<file path="src/hdl/wdp_pkg.sv">
// package: register map, field layout and timing constants of the postscaled watchdog
`default_nettype none
package wdp_pkg;
    // register offsets on the plain register port
    localparam logic [3:0] WDP_OFF_SWCTL = 4'h0; // watchdog_software_control
    localparam logic [3:0] WDP_OFF_CFGH = 4'h1; // watchdog_configuration_high
    localparam logic [3:0] WDP_OFF_OSCCTL = 4'h2; // oscillator_control_reg
    localparam logic [3:0] WDP_OFF_STATUS = 4'h3; // sticky event flags
    localparam logic [3:0] WDP_OFF_MASK = 4'h4; // interrupt mask
    localparam logic [3:0] WDP_OFF_CMD = 4'h5; // instruction strobes
    // field positions
    localparam int WDP_SWEN_BIT = 0; // sw_watchdog_enable
    localparam int WDP_CFGEN_BIT = 0; // cfg_watchdog_enable
    localparam int WDP_PS_LSB = 1; // postscale_select low bit
    localparam int WDP_OSC_LSB = 4; // osc_freq_select low bit
    localparam int WDP_ST_RST = 0; // time-out while running
    localparam int WDP_ST_WAKE = 1; // time-out while asleep
    localparam int WDP_CMD_CLR = 0; // clear_watchdog_instr
    localparam int WDP_CMD_SLEEP = 1; // sleep instruction
    localparam int WDP_CMD_WAKE = 2; // leave sleep
    // reset values
    localparam logic [7:0] WDP_SWCTL_RST = 8'h00;
    localparam logic [7:0] WDP_CFGH_RST = 8'h1F;
    localparam logic [7:0] WDP_OSCCTL_RST = 8'h00;
    localparam logic [1:0] WDP_FLAG_RST = 2'h0;
    // timing: base period and oscillator rate
    localparam int WDP_BASE_MS = 4; // nominal base period
    localparam int WDP_LFOSC_HZ = 31000; // low_freq_internal_osc nominal rate
    localparam int WDP_BASE_TICKS = WDP_LFOSC_HZ * WDP_BASE_MS / 1000; // osc ticks per base period
    localparam int WDP_POST_BITS = 16; // postscaler width
endpackage
`default_nettype wire

</file>
<file path="src/hdl/wdp_sync.sv">
// two-flop synchroniser for a level from another clock
`default_nettype none
module wdp_sync (
    input wire logic clk, // system clock
    input wire logic resetn, // async reset, active low
    input wire logic din, // asynchronous level
    output logic dout // synchronised level
);
    logic s1_q; // first stage, read only by the second
    logic s2_q; // second stage
    // plain two-stage shift
    always_ff @(posedge clk or negedge resetn) begin
        if (!resetn) begin
            s1_q <= 1'b0;
            s2_q <= 1'b0;
        end else begin
            s1_q <= din;
            s2_q <= s1_q;
        end
    end
    assign dout = s2_q;
endmodule
`default_nettype wire

</file>
<file path="src/hdl/wdp_post.sv">
// base-period divider and 16-bit postscaler with tap select
`default_nettype none
module wdp_post
    import wdp_pkg::*;
(
    input wire logic clk, // system clock
    input wire logic resetn, // async reset, active low
    input wire logic run, // watchdog counting
    input wire logic tick, // one-cycle pulse per oscillator edge
    input wire logic clear, // clear counter and postscaler
    input wire logic [3:0] sel, // postscale_select
    output logic expire // one-cycle pulse at selected tap end
);
    logic [15:0] base_q, base_d; // base period counter
    logic [WDP_POST_BITS:0] post_q, post_d; // postscaler, one extra bit, which stays zero even at the top tap
    logic base_end; // base period finished this tick
    logic [WDP_POST_BITS:0] post_inc; // postscaler plus one
    // a clear in the tick cycle wins, so a serviced watchdog never times out late
    assign base_end = run && tick && !clear && (base_q == 16'(WDP_BASE_TICKS - 1));
    assign post_inc = post_q + 17'h0_0001;
    // expiry when the selected tap reaches its count of base periods
    assign expire = base_end && (post_inc == (17'h0_0001 << sel));
    // next values of both counters
    always_comb begin
        base_d = base_q;
        post_d = post_q;
        if (clear || !run) begin
            base_d = 16'h0000;
            post_d = 17'h0_0000;
        end else if (tick) begin
            if (base_end) begin
                base_d = 16'h0000;
                post_d = expire ? 17'h0_0000 : post_inc;
            end else begin
                base_d = base_q + 16'h0001;
            end
        end
    end
    // register the counters
    always_ff @(posedge clk or negedge resetn) begin
        if (!resetn) begin
            base_q <= 16'h0000;
            post_q <= 17'h0_0000;
        end else begin
            base_q <= base_d;
            post_q <= post_d;
        end
    end
endmodule
`default_nettype wire

</file>
<file path="src/hdl/wdp_top.sv">
// postscaled watchdog timer: registers, enable logic, clears and time-out events
//
// The placing of the registers and the address-and-strobe port are this design's own decisions.
`default_nettype none
module wdp_top
    import wdp_pkg::*;
(
    input wire logic clk, // system clock, 40 MHz
    input wire logic resetn, // async reset, active low
    input wire logic lf_osc_clk, // low_freq_internal_osc, asynchronous
    input wire logic clk_fail, // clock failure level, asynchronous
    input wire logic [3:0] addr, // register address
    input wire logic [7:0] wdata, // write data
    input wire logic wr, // write strobe
    input wire logic rd, // read strobe
    output logic [7:0] rdata, // read data, cycle after rd
    output logic lf_osc_en, // enables the oscillator source
    output logic wdt_reset, // time-out reset pulse
    output logic wdt_wake, // time-out wake-up pulse
    output logic asleep, // device in sleep
    output logic irq // level interrupt
);
    import wdp_pkg::*;
    logic [7:0] swctl_q, swctl_d; // watchdog_software_control
    logic [7:0] cfgh_q, cfgh_d; // watchdog_configuration_high
    logic [7:0] osc_q, osc_d; // oscillator_control_reg
    logic [1:0] stat_q, stat_d; // sticky time-out flags
    logic [1:0] mask_q, mask_d; // interrupt mask
    logic sleep_q, sleep_d; // sleep state
    logic [7:0] rdata_q, rdata_d; // read data register
    logic osc_s, osc_prev_q; // synchronised oscillator and its previous value
    logic fail_s; // synchronised clock failure
    logic tick; // one pulse per oscillator rising edge
    logic enabled; // watchdog running
    logic clear; // any clear cause
    logic expire; // selected tap ended
    logic wr_sw, wr_cfg, wr_osc, wr_st, wr_mk, wr_cmd; // write decodes
    logic osc_change; // frequency select really changes
    logic [1:0] ev; // events this cycle

    // bring the oscillator and failure levels into the clk domain
    wdp_sync u_sync_osc (
        .clk(clk),
        .resetn(resetn),
        .din(lf_osc_clk),
        .dout(osc_s)
    );
    wdp_sync u_sync_fail (
        .clk(clk),
        .resetn(resetn),
        .din(clk_fail),
        .dout(fail_s)
    );

    // edge of the synchronised oscillator gives the count tick
    always_ff @(posedge clk or negedge resetn) begin
        if (!resetn) begin
            osc_prev_q <= 1'b0;
        end else begin
            osc_prev_q <= osc_s;
        end
    end
    assign tick = osc_s && !osc_prev_q;

    // write decodes
    assign wr_sw = wr && (addr == WDP_OFF_SWCTL);
    assign wr_cfg = wr && (addr == WDP_OFF_CFGH);
    assign wr_osc = wr && (addr == WDP_OFF_OSCCTL);
    assign wr_st = wr && (addr == WDP_OFF_STATUS);
    assign wr_mk = wr && (addr == WDP_OFF_MASK);
    assign wr_cmd = wr && (addr == WDP_OFF_CMD);

    // configuration bit wins; software bit only matters when it is clear
    assign enabled = cfgh_q[WDP_CFGEN_BIT] || swctl_q[WDP_SWEN_BIT];
    assign lf_osc_en = enabled;

    // only a write that alters the frequency select field clears
    assign osc_change = wr_osc && (wdata[7:WDP_OSC_LSB] != osc_q[7:WDP_OSC_LSB]);
    // all clear causes
    assign clear = (wr_cmd && (wdata[WDP_CMD_CLR] || wdata[WDP_CMD_SLEEP]))
        || osc_change
        || fail_s;

    // postscaler and base divider
    wdp_post u_post (
        .clk(clk),
        .resetn(resetn),
        .run(enabled),
        .tick(tick),
        .clear(clear),
        .sel(cfgh_q[WDP_PS_LSB +: 4]),
        .expire(expire)
    );

    // time-out outcome depends on sleep state
    assign wdt_reset = expire && !sleep_q;
    assign wdt_wake = expire && sleep_q;
    assign ev = {wdt_wake, wdt_reset};
    assign asleep = sleep_q;
    assign irq = |(stat_q & mask_q);

    // next register values
    always_comb begin
        swctl_d = swctl_q;
        cfgh_d = cfgh_q;
        osc_d = osc_q;
        mask_d = mask_q;
        sleep_d = sleep_q;
        rdata_d = 8'h00;
        if (wr_sw) begin
            swctl_d = {7'h00, wdata[WDP_SWEN_BIT]};
        end
        if (wr_cfg) begin
            cfgh_d = {3'h0, wdata[4:0]};
        end
        if (wr_osc) begin
            osc_d = wdata;
        end
        if (wr_mk) begin
            mask_d = wdata[1:0];
        end
        // sleep entry and exit
        if (wr_cmd && wdata[WDP_CMD_SLEEP]) begin
            sleep_d = 1'b1;
        end else if ((wr_cmd && wdata[WDP_CMD_WAKE]) || wdt_wake) begin
            sleep_d = 1'b0;
        end
        // set wins over write-one-to-clear
        stat_d = (stat_q & ~(wr_st ? wdata[1:0] : 2'h0)) | ev;
        // read mux, unmapped reads zero
        if (rd) begin
            case (addr)
                WDP_OFF_SWCTL: rdata_d = {7'h00, swctl_q[WDP_SWEN_BIT]};
                WDP_OFF_CFGH: rdata_d = cfgh_q;
                WDP_OFF_OSCCTL: rdata_d = osc_q;
                WDP_OFF_STATUS: rdata_d = {6'h00, stat_q};
                WDP_OFF_MASK: rdata_d = {6'h00, mask_q};
                default: rdata_d = 8'h00;
            endcase
        end
    end

    // register everything
    always_ff @(posedge clk or negedge resetn) begin
        if (!resetn) begin
            swctl_q <= WDP_SWCTL_RST;
            cfgh_q <= WDP_CFGH_RST;
            osc_q <= WDP_OSCCTL_RST;
            stat_q <= WDP_FLAG_RST;
            mask_q <= WDP_FLAG_RST;
            sleep_q <= 1'b0;
            rdata_q <= 8'h00;
        end else begin
            swctl_q <= swctl_d;
            cfgh_q <= cfgh_d;
            osc_q <= osc_d;
            stat_q <= stat_d;
            mask_q <= mask_d;
            sleep_q <= sleep_d;
            rdata_q <= rdata_d;
        end
    end
    assign rdata = rdata_q;

    // software enable follows a write of bit zero
    property p_swen_write;
        @(posedge clk) disable iff (!resetn)
        wr_sw |=> (swctl_q == {7'h00, $past(wdata[0])});
    endproperty
    a_swen_write: assert property (p_swen_write) else $error("software enable not stored");

    // control reads show zero above bit zero
    property p_swctl_read;
        @(posedge clk) disable iff (!resetn)
        (rd && addr == WDP_OFF_SWCTL) |=> (rdata[7:1] == 7'h00 && rdata[0] == $past(swctl_q[0]));
    endproperty
    a_swctl_read: assert property (p_swctl_read) else $error("control read wrong");

    // configuration enable overrides software bit
    property p_cfg_override;
        @(posedge clk) disable iff (!resetn)
        cfgh_q[0] |-> lf_osc_en;
    endproperty
    a_cfg_override: assert property (p_cfg_override) else $error("config enable ignored");

    // oscillator enable tracks watchdog enable
    property p_osc_en;
        @(posedge clk) disable iff (!resetn)
        lf_osc_en == (cfgh_q[0] || swctl_q[0]);
    endproperty
    a_osc_en: assert property (p_osc_en) else $error("oscillator enable wrong");

    // no expiry in the cycle after a clear instruction
    property p_clr_instr;
        @(posedge clk) disable iff (!resetn)
        (wr_cmd && wdata[0]) |=> !expire;
    endproperty
    a_clr_instr: assert property (p_clr_instr) else $error("expiry after clear");

    // frequency change clears too
    property p_osc_clear;
        @(posedge clk) disable iff (!resetn)
        osc_change |=> !expire;
    endproperty
    a_osc_clear: assert property (p_osc_clear) else $error("expiry after osc change");

    // held clock failure keeps the watchdog from expiring
    property p_fail_clear;
        @(posedge clk) disable iff (!resetn)
        fail_s |-> !expire;
    endproperty
    a_fail_clear: assert property (p_fail_clear) else $error("expiry during clock failure");

    // a time-out sets its sticky flag next cycle
    property p_timeout_flag;
        @(posedge clk) disable iff (!resetn)
        wdt_reset |=> stat_q[WDP_ST_RST];
    endproperty
    a_timeout_flag: assert property (p_timeout_flag) else $error("time-out flag not set");

    // wake leaves sleep
    property p_wake;
        @(posedge clk) disable iff (!resetn)
        wdt_wake |=> !sleep_q && stat_q[WDP_ST_WAKE];
    endproperty
    a_wake: assert property (p_wake) else $error("wake not taken");

    // expiry only on an oscillator tick while enabled
    property p_expire_tick;
        @(posedge clk) disable iff (!resetn)
        expire |-> (tick && enabled);
    endproperty
    a_expire_tick: assert property (p_expire_tick) else $error("expiry without tick");

    // a clear in the same cycle as a tap end suppresses the time-out
    property p_clear_wins;
        @(posedge clk) disable iff (!resetn)
        clear |-> !expire;
    endproperty
    a_clear_wins: assert property (p_clear_wins) else $error("expiry despite clear");

    // read data stand only in the cycle after a read strobe
    property p_rdata_idle;
        @(posedge clk) disable iff (!resetn)
        !rd |=> (rdata == 8'h00);
    endproperty
    a_rdata_idle: assert property (p_rdata_idle) else $error("read data outside read cycle");

    // configuration reads show the select field and zero above it
    property p_cfg_read;
        @(posedge clk) disable iff (!resetn)
        (rd && addr == WDP_OFF_CFGH) |=> (rdata[7:5] == 3'h0 && rdata[4:1] == $past(cfgh_q[4:1]));
    endproperty
    a_cfg_read: assert property (p_cfg_read) else $error("configuration read wrong");

    // running time-out flag stays until written with a one
    property p_rst_sticky;
        @(posedge clk) disable iff (!resetn)
        (stat_q[WDP_ST_RST] && !(wr_st && wdata[WDP_ST_RST])) |=> stat_q[WDP_ST_RST];
    endproperty
    a_rst_sticky: assert property (p_rst_sticky) else $error("reset flag lost");

    // sleeping time-out flag stays until written with a one
    property p_wake_sticky;
        @(posedge clk) disable iff (!resetn)
        (stat_q[WDP_ST_WAKE] && !(wr_st && wdata[WDP_ST_WAKE])) |=> stat_q[WDP_ST_WAKE];
    endproperty
    a_wake_sticky: assert property (p_wake_sticky) else $error("wake flag lost");

    // the sleep instruction puts the device to sleep
    property p_sleep_enter;
        @(posedge clk) disable iff (!resetn)
        (wr_cmd && wdata[WDP_CMD_SLEEP]) |=> asleep;
    endproperty
    a_sleep_enter: assert property (p_sleep_enter) else $error("sleep not entered");

    // a time-out is a single-cycle pulse
    property p_expire_pulse;
        @(posedge clk) disable iff (!resetn)
        expire |=> !expire;
    endproperty
    a_expire_pulse: assert property (p_expire_pulse) else $error("time-out longer than one cycle");

    // oscillator control keeps what was written
    property p_osc_store;
        @(posedge clk) disable iff (!resetn)
        wr_osc |=> (osc_q == $past(wdata));
    endproperty
    a_osc_store: assert property (p_osc_store) else $error("oscillator control not stored");

    // clearing the software bit cannot stop a configuration-enabled watchdog
    property p_sw_ignored;
        @(posedge clk) disable iff (!resetn)
        (cfgh_q[WDP_CFGEN_BIT] && wr_sw && !wdata[WDP_SWEN_BIT]) |=> lf_osc_en;
    endproperty
    a_sw_ignored: assert property (p_sw_ignored) else $error("software bit overrode configuration");
endmodule
`default_nettype wire

</file>
<file path="config.mk">
export PLATFORM = sky130hd
export DESIGN_NAME = wdp_top
export DESIGN_NICKNAME = d
export VERILOG_FILES = /design/src/hdl/wdp_pkg.sv /design/src/hdl/wdp_sync.sv /design/src/hdl/wdp_post.sv /design/src/hdl/wdp_top.sv
export SDC_FILE = /design/constraint.sdc
export NUM_CORES = 1
export LEC_CHECK = 0
export CAP_MARGIN = 20
export CORE_ASPECT_RATIO = 0.9
export CORE_MARGIN = 2
export CORE_UTILIZATION = 38
export DETAILED_ROUTE_END_ITERATION = 7
export DONT_BUFFER_PORTS = 1
export PLACE_DENSITY = 0.64
export SLEW_MARGIN = 20
export SYNTH_ARGS = -nofsm -noshare
export SYNTH_HDL_FRONTEND = slang
export SYNTH_SLANG_ARGS = --single-unit
</file>
<file path="constraint.sdc">
create_clock -name clk -period 2.7 [get_ports clk]
set_clock_uncertainty 0.05 [all_clocks]
set_input_delay 0 -clock clk [delete_from_list [all_inputs] [get_ports clk]]
set_output_delay 0 -clock clk [all_outputs]
set_load 0.02 [all_outputs]
</file>
==> flow_summary.yaml <==
run_status:
  status: "finished, violations left"
  violations: "negative setup slack"
detailed_routing:
  routedWlPerCell_um: 17.6
  finalWirelength_mm: 11.6
  route.detailed.drc: 0
  drt_first_pass_iters: 4
  via_per_inst: 5.88
  vias: 3879
  ant_nets: 0
  drtIter0Drc: 297
sta:
  hold_viol: 0
  fin_crit_ps: 2750
  rsz0062_at_grt: "true"
  maxSlewViolCount: 0
  max_slew_margin_pct: 58.5
  period_share_pct: 102
  worst_slack_ps: -46.3
  fmaxAchievable_ghz: 0.364
  hold_ws_ps: 23.3
  tightest_slew_ps: 621
  setup_viol: 1
finish:
  nets: 542
  final_layout_size_suffix_gt1_share_pct: 32.3
  num_antenna_cells: 0
  final_area_um2: 5540
  final_cells: 660
  syn2layout_area_growth_pct: 33.5
cts:
  tritoncts: "yes"
  numCtsBuffers: 9
  cts_sinks: 65
  clk_path_buf_depth: 2
  path_clk_slew_ps: 60
  clock_latency_ps: 340
  cts-root-buf: "clkbuf_16"
  cts-htree-levels: 3
setup_path:
  cp.required_ps: 2650
  timing.rr.start: "cfgh_q[4]"
  cp-start-kind: "flop"
  arrival_ps: 2700
  critPathLaunch: "cfgh_q[4]"
  cp-end-kind: "output pin"
  cp_max_fo: 3
  worstSetupPathType: "flop to output pin"
floorplanning:
  num_rows: 36
  die_x_um: 114
  die_y_um: 103
  core_area_um2: 10700
  initial_utilization_pct: 38.7
  die_area_um2: 11800
  num_io_pins: 31
global_routing:
  antenna_found_initial: 0
  track_usage_pct: 20.5
  grt_remaining_overflow: 0
  grt_pass1_wl_mm: 18.8
  grt_max_degree: 66
  grt_pass1_vias: 3723
synthesis:
  syn-num-nets: 465
  synth.distinct_cells: 77
  synth_cells: 445
  synth_area_leader_cell: "dfrtp_1"
  async_flop_share_pct: 100
  synth_area_leaders: "dfrtp_1 36%, mux2_2 4.9%, xor2_1 4.4%, nand2_1 3.6%, nor2_1 3.5%"
  synth-main-ff-cell: "dfrtp_1"
  ys_seq_elements: 65
  synth_area_um2: 4150
  yosysWarnings: 0
  avgSynthCellArea_um2: 9.32
  seq_area_frac_synth_pct: 39.4
  synth_top_area_share_pct: 36.2
  synth-edff-count: 0
power:
  peakVddDrop_mv: 0.545
  p_per_area_nw_per_um2: 558
  p_leak_nw: 2.24
placed_design:
  placed_cells: 605
  place_area_um2: 4600
  dp_slack_ps: -79.5
  hpwl_mm: 7.82
  port_buffers: 0
  gp_congestion: 0.952
job:
  drv_cap: 0
worst_hold_path:
  hp-start: "addr[3]"
  hold_class: "primary input to flop"
[cell usage after synthesis (all sizes together) (4+ instances only)]
cell type	n
dfrtp	60
nor2	49
nand2	40
xor2	21
mux2	18
nand3	18
nand4	16
xnor2	16
a21oi	13
buf	13
clkbuf	13
nor3	12
o21ai	11
inv	9
nor4	9
and2	8
and3	8
nor2b	7
or3	7
a31oi	6
a22oi	5
dfstp	5
nand3b	5
nor3b	5
a211oi	4
nor4b	4
or3b	4
[registers in the layout (all words and copies together) (netlist names)]
register and count:
u_sync_fail.dout 1, osc_q 8, u_sync_osc.s1_q 1, rdata 8
osc_prev_q 1, u_sync_fail.s1_q 1, cfgh_q 5, u_post.post_q 17
u_post.base_q 16, stat_q 2, swctl_q 1, u_sync_osc.dout 1
asleep 1, mask_q 2
[timing repair]
action / in CTS / in global routing
setup buffers: 14 / 5
pin swaps: 12 / 15
endpoints found under the setup margin: 19 / 19
resized for setup: 30 / 20
cloned: 0 / 0
hold buffers: 20 / 0
endpoints found under the hold margin: 91 / 0
[cell families after synthesis]
kind of cell / after synthesis / share of synthesized area [%]
compound gates: 72 / 12.8
xor+xnor: 37 / 7.81
fa+ha+maj: 2 / 0.603
buf+inv: 35 / 3.80
flops: 65 / 39.4
mux: 21 / 5.61
simple gates: 213 / 30.0
[placed cells by master, fill, tap and decap left out, drive strengths merged, types with 4 or more instances in the layout]
master / instances
xor2: 21
or3: 7
clkbuf: 9
dlygate4sd3: 19
xnor2: 16
nor4b: 4
a31oi: 6
o21ai: 11
inv: 14
nor4: 9
nand3: 18
or3b: 4
mux2: 18
nor3b: 5
nand2: 40
a21oi: 13
nor2: 49
and3: 8
nand4: 16
buf: 73
and2: 8
a211oi: 4
nand3b: 5
dfstp: 5
nor2b: 7
dfrtp: 60
nor3: 12
a22oi: 5
[through the flow]
step | power, mW | util, % | setup TNS (ps)
4_1_cts | 3.04 | 50.2 | -1.11
2_1_floorplan | 1.50 | - | 0
6_report | 3.09 | 51.6 | -46.3
3_3_place_gp | 1.66 | 42.9 | -1050
5_1_grt | 3.22 | 51.6 | -1580
3_5_place_dp | 1.67 | 42.9 | -987
[critical path, cell delays in order (launching register included)]
cell and delay [ps]:
dfstp_2 540, or3b_4 390, or4_4 440, o2111ai_4 90
a21oi_4 100, nor4bb_4 330, nand4bb_4 170, nor2_1 130
buf_4 160
[final timing paths]
path                                    end  cells after the start  slack (ps)
max                               wdt_reset                      8         -50
min in group asynchronous  u_post.base_q[5]                      2         160
max in group asynchronous         cfgh_q[2]                      2        2140
min reg2reg                 u_sync_osc.dout                      0         300
max reg2reg                u_post.post_q[5]                      9          20
min                               stat_q[0]                      4          20
[routing by layer]
layer	GRT usage (%)	up-vias	share of wire [%]
li1	-	1784	-
met1	27.3	1949	45
met2	32.6	132	47
met3	5.53	14	6.3
met4	7.04	0	1.5
met5	0	-	0
[cell type report]
class                      count  area [um^2]
inverter                       9         33.8
multi-input combinational    345         2610
timing repair buffer          92          791
sequential                    65         1630
clock inverter                 7         81.3
fill                         945         5180
clock buffer                   9          225
tap                          133          166
[power breakdown]
part           internal, mW  switching, mW  leakage (nW)  total [mW]
Clock                 0.730          0.478         0.148        1.21
Sequential             1.06         0.0766         0.856        1.13
Combinational         0.371          0.376          1.23       0.747
Total                  2.16          0.930          2.24        3.09
No activity file was read; power rests on OpenSTA's default activity.
